==> config.mk <==
export PLATFORM = sky130hd
export DESIGN_NAME = cac_msg_ctrl
export DESIGN_NICKNAME = d
export VERILOG_FILES = /design/src/hw/cac_pkg.sv /design/src/hw/cac_msg_ctrl.sv /design/src/hw/cac_pair_flag.sv
export VERILOG_INCLUDE_DIRS = /design/src /design/src/hw
export SDC_FILE = /design/constraint.sdc
export NUM_CORES = 2
export LEC_CHECK = 0
export BUFFER_PORTS_ARGS = -buffer_cell sky130_fd_sc_hd__buf_2
export CAP_MARGIN = 30
export CORE_ASPECT_RATIO = 1.75
export CORE_MARGIN = 1.5
export CORE_UTILIZATION = 35
export CTS_CLUSTER_SIZE = 28
export DETAILED_ROUTE_END_ITERATION = 10
export HOLD_SLACK_MARGIN = 0.1
export PLACE_DENSITY = 0.59
export SYNTH_ARGS = -nofsm -noshare
export SYNTH_HDL_FRONTEND = slang
export SYNTH_SLANG_ARGS = --single-unit
==> constraint.sdc <==
create_clock -name clk_i -period 6.95 [get_ports clk_i]
set_input_delay 0.3475 -clock clk_i [delete_from_list [all_inputs] [get_ports clk_i]]
set_output_delay 0.3475 -clock clk_i [all_outputs]
set_load 0.03 [all_outputs]
==> src/hw/cac_defs.svh <==
// constants of the message object control block
// How it works
// - each flag shown as true/complement pair
// - write 10 sets, 01 clears, 11 keeps
// - write 00 forbidden; reads give 10/01
// - only valid objects are sent or received
// - send done sets pending if send enabled
// - receive done sets pending if receive enabled
// - hardware sets pending; software clears it
// - remote frame marks send object remote pending
// - remote pending and not updating: send, clear
// - software remote pending alone starts nothing
// - request: receive object remote, send object data
// - request reads set until transmission ends
// - objects below last: one buffer, overwrite
// - last object has two alternating buffers
// - third message overwrites the second one
// - zero to eight data bytes per object
// - unused data bytes may change anytime
// - host updating blocks remote frame answer
// - store while fresh set marks overwritten; last object only with spare full
// - each store sets fresh contents
// - global enable off: pending set, no irq
`ifndef CAC_DEFS_SVH
`define CAC_DEFS_SVH
`define CAC_NUM_OBJ    15
`define CAC_NUM_BYTES  8
`define CAC_ADDR_CTRL  8'h00
`define CAC_GIE_BIT    1
`define CAC_OFF_CON0   4'h0
`define CAC_OFF_CON1   4'h1
`define CAC_OFF_CFG    4'h2
`define CAC_OFF_DATA0  4'h3
`define CAC_CFG_DLC    7:4
`define CAC_CFG_DIR    3
`define CAC_PAIR_SET   2'b10
`define CAC_PAIR_CLR   2'b01
`define CAC_F_VALID    0
`define CAC_F_SNDEN    1
`define CAC_F_RCVEN    2
`define CAC_F_IPND     3
`define CAC_F_RREQ     4
`define CAC_F_TXRQ     5
`define CAC_F_MLOST    6
`define CAC_F_FRESH    7
`endif

==> src/hw/cac_pkg.sv <==
// types shared by the message object control block
package cac_pkg;
  typedef logic [3:0] cac_obj_t;   // object number, 1 based
  // frame handed up by the protocol engine
  typedef struct packed {
    cac_obj_t    obj;
    logic [3:0]  dlc;
    logic [63:0] data;
  } cac_rx_t;
  // frame handed down to the protocol engine
  typedef struct packed {
    cac_obj_t    obj;
    logic        remote;
    logic [3:0]  dlc;
    logic [63:0] data;
  } cac_tx_t;
  // transmit scheduler states
  typedef enum logic {CAC_IDLE, CAC_SEND} cac_tx_st_t;
endpackage

==> src/hw/cac_msg_ctrl.sv <==
// message object control, receive buffering and send scheduling
//
// Added by the designer: the register addresses and the plain strobed port.
`timescale 1ns/1ps
`include "cac_defs.svh"
module cac_msg_ctrl
  import cac_pkg::*;
#(
  parameter int NUM_OBJ = `CAC_NUM_OBJ  // last object is double buffered
) (
  input  logic       clk_i,
  input  logic       rst_b_i,
  input  logic [7:0] addr_i,        // register address
  input  logic [7:0] wdata_i,       // register write data
  input  logic       we_i,          // write strobe
  input  logic       re_i,          // read strobe
  output logic [7:0] rdata_o,       // read data, cycle after re_i
  input  cac_rx_t    rx_i,          // frame from the protocol engine
  input  logic       rx_store_i,    // data frame received for rx_i.obj
  input  logic       rx_remote_i,   // remote frame received for rx_i.obj
  output cac_tx_t    tx_o,          // frame to send
  output logic       tx_valid_o,    // tx_o holds a frame to send
  input  logic       tx_done_i,     // engine finished sending tx_o
  output logic       irq_o          // object interrupt request
);

  localparam int NB = `CAC_NUM_BYTES;

  // the object number field is four bits wide
  if (NUM_OBJ < 2 || NUM_OBJ > 15) begin : g_bad_num
    $error("NUM_OBJ must be 2 to 15");
  end

  // address split: upper nibble object, lower nibble register
  logic [3:0] a_obj;
  logic [3:0] a_off;
  assign a_obj = addr_i[7:4];
  assign a_off = addr_i[3:0];

  // per object storage
  logic [7:0]  flag   [1:NUM_OBJ];  // stored flag bits
  logic [7:0]  hw_set [1:NUM_OBJ];  // hardware set per flag
  logic [7:0]  hw_clr [1:NUM_OBJ];  // hardware clear per flag
  logic [63:0] data_q [1:NUM_OBJ];  // host visible data bytes
  logic [3:0]  dlc_q  [1:NUM_OBJ];  // data length code
  logic [NUM_OBJ:1] dir_q;          // 1 = send object
  logic [NUM_OBJ:1] rmt_hw_q;       // remote frame seen, not yet answered
  logic [NUM_OBJ:1] cand;           // object wants the bus

  // second buffer of the last object
  logic [63:0] spare_data_q;
  logic [3:0]  spare_dlc_q;
  logic        spare_full_q;

  // controller wide state
  logic       gie_q;     // global_irq_enable
  cac_tx_st_t st_q;      // send scheduler state
  cac_obj_t   cur_q;     // object being sent
  cac_tx_t    tx_q;
  logic       tx_valid_q;
  logic       irq_q;
  logic [7:0] rdata_q;
  logic [7:0] rd_d;
  cac_obj_t   pick;
  logic       any_cand;

  // turn four flags into the true/complement read image
  function automatic logic [7:0] pairs(input logic [3:0] f);
    pairs = {f[0], ~f[0], f[1], ~f[1], f[2], ~f[2], f[3], ~f[3]};
  endfunction

  for (genvar o = 1; o <= NUM_OBJ; o++) begin : g_obj
    logic sel;         // register access addresses this object
    logic wr_c0;       // write to object_control_low
    logic wr_c1;       // write to object_control_high
    logic rx_hit;      // data frame accepted
    logic rmt_hit;     // remote frame accepted
    logic done_hit;    // our transmission ended
    logic start_hit;   // our transmission starts now
    logic dbuf;        // this object has the spare buffer
    logic promote;     // host releases buffer, spare moves up
    logic to_spare;    // new frame lands in the spare buffer
    logic lost;        // a stored message is overwritten

    assign sel      = a_obj == 4'(o);
    assign wr_c0    = we_i && sel && a_off == `CAC_OFF_CON0;
    assign wr_c1    = we_i && sel && a_off == `CAC_OFF_CON1;
    assign dbuf     = o == NUM_OBJ;

    // only valid objects take part in traffic
    assign rx_hit   = rx_store_i && rx_i.obj == 4'(o) && flag[o][`CAC_F_VALID] && !dir_q[o];
    assign rmt_hit  = rx_remote_i && rx_i.obj == 4'(o) && flag[o][`CAC_F_VALID] && dir_q[o];
    assign done_hit = st_q == CAC_SEND && tx_done_i && cur_q == 4'(o);
    assign start_hit = st_q == CAC_IDLE && any_cand && pick == 4'(o);

    // last object: host still holds the first message
    assign to_spare = dbuf && rx_hit && flag[o][`CAC_F_FRESH];
    // host clears fresh_contents while a spare message waits
    assign promote  = dbuf && spare_full_q && wr_c1 && wdata_i[1:0] == `CAC_PAIR_CLR;
    // single buffer overwrite or third message on spare
    assign lost     = rx_hit && flag[o][`CAC_F_FRESH] && (!dbuf || spare_full_q);

    // bus request: software request, or unanswered remote frame
    // while software is not updating the contents
    assign cand[o] = flag[o][`CAC_F_VALID] &&
                     (flag[o][`CAC_F_TXRQ] ||
                      (rmt_hw_q[o] && dir_q[o] && !flag[o][`CAC_F_MLOST]));

    // hardware events per flag; enables have none
    assign hw_set[o][`CAC_F_VALID] = 1'b0;
    assign hw_set[o][`CAC_F_SNDEN] = 1'b0;
    assign hw_set[o][`CAC_F_RCVEN] = 1'b0;
    // pending rises regardless of global enable
    assign hw_set[o][`CAC_F_IPND]  = (done_hit && dir_q[o] && flag[o][`CAC_F_SNDEN]) ||
                                     ((rx_hit || promote) && flag[o][`CAC_F_RCVEN]);
    assign hw_set[o][`CAC_F_RREQ]  = rmt_hit;
    // request reads set from start to end of sending
    assign hw_set[o][`CAC_F_TXRQ]  = start_hit;
    assign hw_set[o][`CAC_F_MLOST] = lost && !dir_q[o];
    assign hw_set[o][`CAC_F_FRESH] = rx_hit || promote;
    assign hw_clr[o][`CAC_F_VALID] = 1'b0;
    assign hw_clr[o][`CAC_F_SNDEN] = 1'b0;
    assign hw_clr[o][`CAC_F_RCVEN] = 1'b0;
    assign hw_clr[o][`CAC_F_IPND]  = 1'b0;
    assign hw_clr[o][`CAC_F_RREQ]  = done_hit && dir_q[o];
    assign hw_clr[o][`CAC_F_TXRQ]  = done_hit;
    assign hw_clr[o][`CAC_F_MLOST] = 1'b0;
    assign hw_clr[o][`CAC_F_FRESH] = 1'b0;

    // eight pair fields, four per control register
    for (genvar k = 0; k < 8; k++) begin : g_flag
      cac_pair_flag u_flag (
        .clk_i    (clk_i),
        .rst_b_i  (rst_b_i),
        .wr_i     (k < 4 ? wr_c0 : wr_c1),
        .pair_i   (wdata_i[7 - 2 * (k % 4) -: 2]),
        .hw_set_i (hw_set[o][k]),
        .hw_clr_i (hw_clr[o][k]),
        .flag_o   (flag[o][k])
      );
    end

    // remote frame memory; a software set of the visible flag
    // never reaches here, so it starts nothing
    always_ff @(posedge clk_i or negedge rst_b_i) begin
      if (!rst_b_i) begin
        rmt_hw_q[o] <= 1'b0;
      end else if (rmt_hit) begin
        rmt_hw_q[o] <= 1'b1;
      end else if (done_hit) begin
        rmt_hw_q[o] <= 1'b0;
      end
    end

    // configuration, data bytes and received frames
    always_ff @(posedge clk_i or negedge rst_b_i) begin
      if (!rst_b_i) begin
        data_q[o] <= '0;
        dlc_q[o]  <= '0;
        dir_q[o]  <= 1'b0;
      end else begin
        if (we_i && sel && a_off == `CAC_OFF_CFG) begin
          dlc_q[o] <= wdata_i[`CAC_CFG_DLC];
          dir_q[o] <= wdata_i[`CAC_CFG_DIR];
        end
        // software fills send data byte by byte
        for (int b = 0; b < NB; b++) begin
          if (we_i && sel && a_off == 4'(`CAC_OFF_DATA0 + b)) begin
            data_q[o][8*b +: 8] <= wdata_i;
          end
        end
        // all eight bytes are taken even past dlc, so unused
        // bytes change with traffic
        if (rx_hit && !to_spare) begin
          data_q[o] <= rx_i.data;
          dlc_q[o]  <= rx_i.dlc;
        end else if (promote) begin
          data_q[o] <= spare_data_q;
          dlc_q[o]  <= spare_dlc_q;
        end
      end
    end

    // the spare buffer exists on the last object only
    if (o == NUM_OBJ) begin : g_spare
      always_ff @(posedge clk_i or negedge rst_b_i) begin
        if (!rst_b_i) begin
          spare_data_q <= '0;
          spare_dlc_q  <= '0;
          spare_full_q <= 1'b0;
        end else begin
          if (to_spare) begin
            // a full spare is simply overwritten
            spare_data_q <= rx_i.data;
            spare_dlc_q  <= rx_i.dlc;
            spare_full_q <= 1'b1;
          end else if (promote) begin
            spare_full_q <= 1'b0;
          end
        end
      end
    end
  end

  // lowest numbered candidate wins the bus
  always_comb begin
    pick     = '0;
    any_cand = 1'b0;
    for (int i = NUM_OBJ; i >= 1; i--) begin
      if (cand[i]) begin
        pick     = 4'(i);
        any_cand = 1'b1;
      end
    end
  end

  // send scheduler; frame is copied so later data writes
  // cannot tear a frame that is already on the bus
  always_ff @(posedge clk_i or negedge rst_b_i) begin
    if (!rst_b_i) begin
      st_q       <= CAC_IDLE;
      cur_q      <= '0;
      tx_q       <= '0;
      tx_valid_q <= 1'b0;
    end else begin
      unique case (st_q)
        CAC_IDLE: begin
          if (any_cand) begin
            st_q        <= CAC_SEND;
            cur_q       <= pick;
            tx_q.obj    <= pick;
            tx_q.remote <= !dir_q[pick];
            tx_q.dlc    <= dlc_q[pick];
            tx_q.data   <= data_q[pick];
            tx_valid_q  <= 1'b1;
          end
        end
        CAC_SEND: begin
          // the engine retries on its own until it reports done
          if (tx_done_i) begin
            st_q       <= CAC_IDLE;
            tx_valid_q <= 1'b0;
          end
        end
      endcase
    end
  end

  // global_irq_enable in the controller_control register
  always_ff @(posedge clk_i or negedge rst_b_i) begin
    if (!rst_b_i) begin
      gie_q <= 1'b0;
    end else if (we_i && addr_i == `CAC_ADDR_CTRL) begin
      gie_q <= wdata_i[`CAC_GIE_BIT];
    end
  end

  // request leaves only when globally enabled
  always_ff @(posedge clk_i or negedge rst_b_i) begin
    if (!rst_b_i) begin
      irq_q <= 1'b0;
    end else begin
      irq_q <= 1'b0;
      for (int i = 1; i <= NUM_OBJ; i++) begin
        if (flag[i][`CAC_F_IPND] && gie_q) begin
          irq_q <= 1'b1;
        end
      end
    end
  end

  // read image; unmapped addresses read zero
  always_comb begin
    rd_d = '0;
    if (addr_i == `CAC_ADDR_CTRL) begin
      rd_d[`CAC_GIE_BIT] = gie_q;
    end else if (a_obj >= 4'h1 && a_obj <= 4'(NUM_OBJ)) begin
      if (a_off == `CAC_OFF_CON0) begin
        rd_d = pairs(flag[a_obj][3:0]);
      end else if (a_off == `CAC_OFF_CON1) begin
        rd_d = pairs(flag[a_obj][7:4]);
      end else if (a_off == `CAC_OFF_CFG) begin
        rd_d[`CAC_CFG_DLC] = dlc_q[a_obj];
        rd_d[`CAC_CFG_DIR] = dir_q[a_obj];
      end else if (a_off >= `CAC_OFF_DATA0 && a_off < 4'(`CAC_OFF_DATA0 + NB)) begin
        rd_d = data_q[a_obj][8*(a_off - `CAC_OFF_DATA0) +: 8];
      end
    end
  end

  // read data stands for exactly one cycle
  always_ff @(posedge clk_i or negedge rst_b_i) begin
    if (!rst_b_i) begin
      rdata_q <= '0;
    end else if (re_i) begin
      rdata_q <= rd_d;
    end else begin
      rdata_q <= '0;
    end
  end

  assign rdata_o    = rdata_q;
  assign tx_o       = tx_q;
  assign tx_valid_o = tx_valid_q;
  assign irq_o      = irq_q;
endmodule

==> src/hw/cac_pair_flag.sv <==
// one flag of an object control register, stored as a single bit
`timescale 1ns/1ps
module cac_pair_flag (
  input  logic       clk_i,
  input  logic       rst_b_i,
  input  logic       wr_i,      // byte write hits this register
  input  logic [1:0] pair_i,    // the two write bits of this field
  input  logic       hw_set_i,  // hardware event sets the flag
  input  logic       hw_clr_i,  // hardware event clears the flag
  output logic       flag_o     // stored true form
);
  `include "cac_defs.svh"
  logic flag_q;  // the only storage; complement is derived on read
  logic flag_d;

  // sets are applied last so an event is never lost to a clear
  always_comb begin
    flag_d = flag_q;
    if (hw_clr_i) begin
      flag_d = 1'b0;
    end
    if (wr_i && pair_i == `CAC_PAIR_CLR) begin
      flag_d = 1'b0;
    end
    if (wr_i && pair_i == `CAC_PAIR_SET) begin
      flag_d = 1'b1;
    end
    // 11 keeps; 00 is forbidden and is treated as
    if (hw_set_i) begin
      flag_d = 1'b1;
    end
  end

  // single stored bit per field
  always_ff @(posedge clk_i or negedge rst_b_i) begin
    if (!rst_b_i) begin
      flag_q <= 1'b0;
    end else begin
      flag_q <= flag_d;
    end
  end

  assign flag_o = flag_q;
endmodule

==> metrics.csv <==
metric;value;unit
area leader, netlist;dfrtp_1;
Clock Skew;0.0347;ns
CP delay by family, top;simple AND/OR/NAND/NOR gates;
cts bufs inserted;119;
DR pass1 iterations;8;
layout cells sized above 1;14.6;%
commonest cells in the synthesized netlist;1324 x dfrtp_1, 1223 x mux2i_1, 1025 x nand2_1;
Synthesis Warnings;0;
outcome;finished, final reports clean;
vias per inst;6.44;
Post-Synthesis Cells;8074;
Final nets;7885;
Starting Density;35.1;%
Synth Register Bits;1324;
PD cells;338;nW/um^2
Post-Syn Area;79300;sq um
max frequency;212;MHz
CTS Sinks;1324;
cell with the most instances after synthesis;dfrtp_1;
count of final setup violators;0;
Crit-path slowest cell;buf_4;
share of Yosys cell area claimed by the top area cell type;41.8;%
area delta synth->final;11.2;%
CTS clock-pin slew for the worst setup and hold paths;0.08;ns
Residual DRC;0;
row count;231;
Final Power;29.9;mW
Avg WL per Cell;34.3;um
Overflow after GRT;0;
XOR/XNOR Fraction of Synth Area;0.0110;%
Seq/Total Area, Yosys;41.8;%
Syn Area/Cell;9.82;sq um
Worst Path Buf+Inv;2;
clk_lat worst skew;0.80;ns
max-cap violations;0;
die extent in x;363;um
Setup Buffers After CTS;0;
Post-synth EDFFs;0;
largest net degree at the start of global routing;163;
CTS tree;built;
Final Slew Violations;0;
LEAKAGE;35.5;nW
Die Ht;633;um
Max clock buf depth;3;
fin cells;10947;
FFs w/ async S/R, synth;100;%
DP HPWL;228;mm
VDD IR max;662;uV
ranking of synthesized cells by area;dfrtp_1 42%, mux2i_1 15%, mux4_2 9.1%;
initial DRC count;9028;
crit-path cells;and3b_1 > o21ai_1 > nand4_1 > nor3b_2 > buf_4 > nand2_4 > buf_4 > o22ai_1 > o32a_1;
max incr delay on CP;0.75;ns
fin crit period;4.71;ns
first-pass GRT wire length;529;mm
CP Max Fanout;29;
Worst Setup End Kind;register;
full die area;230000;sq um
Syn Nets;8173;
Setup crit start kind;register;
initial antenna violation count;44;
Root Driver;clkbuf_16;
Vias;70538;
DRT antenna net count;0;
io pins;178;
RSZ-0062 raised after global routing;false;
post-synthesis mux area share;26.6;%
crit share post-route;67.7;%
Critical Path Stages;9;
setup TNS;0;ns
max_slew headroom;8.77;%
# placed instances;10601;
Crit path top cell by count;buf_4;
Post-Synth Adder-Cell Area;0.0631;%
Min-Delay Path Depth;3;
core area;226000;sq um
vias in the first global route;69559;
Final GP Congestion;0.992;
GRT Overall Usage;32.0;%
Synth Flop Type;dfrtp_1;
Critical Path AT;5.38;ns
Compound-Gate Fraction of Synth Area;15.8;%
Least-Margin Pin Slew;1.37;ns
Port Buffers;177;
final hold violations;0;
largest family of logic cells by synthesized area;multiplexers;
simple-gate share of the synthesized area;11.2;%
critical path class;reg2reg;
r2r worst-path depth;9;
hold crit path type;in2reg;
Synth cell types;76;
critical path data required time;7.62;ns
htree depth;3;
Routed WL;376;mm
-- kinds of logic after synthesis --
kind of cell	after synthesis
adder cells (fa/ha/maj)	4
buffers and inverters	872
AND/OR/NAND/NOR	2116
XOR/XNOR	1
multiplexers	1693
AO/OA/AOI/OAI	2064
flip-flops	1324
-- final timing paths --
check / end / start / slack [ns]
worst max-delay path: tx_o[35]$_DFFE_PN0P_ / dir_q[10]$_DFFE_PN0P_ / 2.24
worst min-delay path: st_q$_DFF_PN0_ / tx_done_i / 0.09
worst max register to register: tx_o[35]$_DFFE_PN0P_ / dir_q[10]$_DFFE_PN0P_ / 2.24
worst min register to register: rmt_hw_q[12]$_DFFE_PN0P_ / rmt_hw_q[12]$_DFFE_PN0P_ / 0.48
max in group asynchronous: spare_data_q[32]$_DFFE_PN0P_ / rst_b_i / 4.89
min in group asynchronous: data_q[459]$_DFFE_PN0P_ / rst_b_i / 0.12
-- layout make-up --
| type | count | area, sq um |
|---|---|---|
| clock inverters | 60 | 1080 |
| fillers | 22018 | 138000 |
| diodes | 28 | 70.1 |
| flip-flops and latches | 1324 | 33100 |
| well taps | 3029 | 3790 |
| clock buffers | 165 | 3400 |
| repair buffers | 436 | 3710 |
| multi-input cells | 5878 | 42900 |
| inverters | 27 | 101 |
-- state kept, by name, summed over array words and instances (netlist names), 4 cells and up --
signal                      count
tx_o                           73
dir_q                          15
g_obj.g_flag.u_flag.flag_o    120
data_q                        960
rmt_hw_q                       15
spare_data_q                   64
rdata_o                         8
dlc_q                          60
spare_dlc_q                     4
-- cell usage in the layout (no fill, tap or decap), types with 19 or more instances in the layout --
| cell | instances |
|---|---|
| dfrtp_1 | 1324 |
| mux2i_1 | 1223 |
| nand2_1 | 1021 |
| o21ai_0 | 753 |
| nor2_1 | 656 |
| a21oi_1 | 502 |
| mux4_2 | 320 |
| nand3_1 | 170 |
| buf_2 | 166 |
| mux2_2 | 150 |
| buf_4 | 128 |
| o22ai_1 | 121 |
| clkbuf_16 | 121 |
| a22oi_1 | 113 |
| a22o_1 | 96 |
| dlygate4sd3_1 | 84 |
| a221oi_1 | 69 |
| nor2_2 | 67 |
| a31oi_1 | 58 |
| a21o_1 | 58 |
| o31ai_1 | 57 |
| a211oi_1 | 56 |
| o32a_1 | 52 |
| buf_12 | 30 |
| diode_2 | 28 |
| bufinv_16 | 28 |
| inv_1 | 26 |
| nor4_1 | 24 |
| clkbuf_1 | 23 |
| o21ai_1 | 22 |
| or3_1 | 22 |
| clkbuf_8 | 22 |
| and2_1 | 19 |
| clkinv_2 | 19 |
-- worst min-delay path: stages --
cell	delay [ns]
buf_2	0.12
and2_1	0.29
a31oi_1	0.07
-- where the power goes --
part,internal [mW],total [mW],switching [mW]
registers,9.39,11.0,1.64
clock network,4.47,7.87,3.40
logic,4.04,11.0,6.92
total,17.9,29.9,12.0
-- layer usage --
layer	vias to the layer above	GRT usage [%]	part of all wire, %
li1	28794	-	-
met1	34970	35.7	34
met2	4959	50.0	45
met3	1781	8.20	10
met4	34	29.5	11
met5	-	0	0.057
-- per-stage QoR --
stage               setup WS [ns]  hold WS [ns]  util, %  instance area, sq um
floorplan                    3.98        0.0519        -                 79300
detailed placement           2.47         0.359     36.6                 82600
global placement             2.48         0.384     36.5                 82400
CTS                          2.56         0.125     39.0                 88000
finish                       2.24        0.0938     39.1                 88200
global route                 2.40         0.152     39.1                 88200
-- what timing repair did --
item / 4_1_cts / 5_1_grt
hold buffers: 84 / 0
hold endpoints to repair: 1202 / 0
resized for setup: 0 / 0
(Power assumes the default switching activity.)
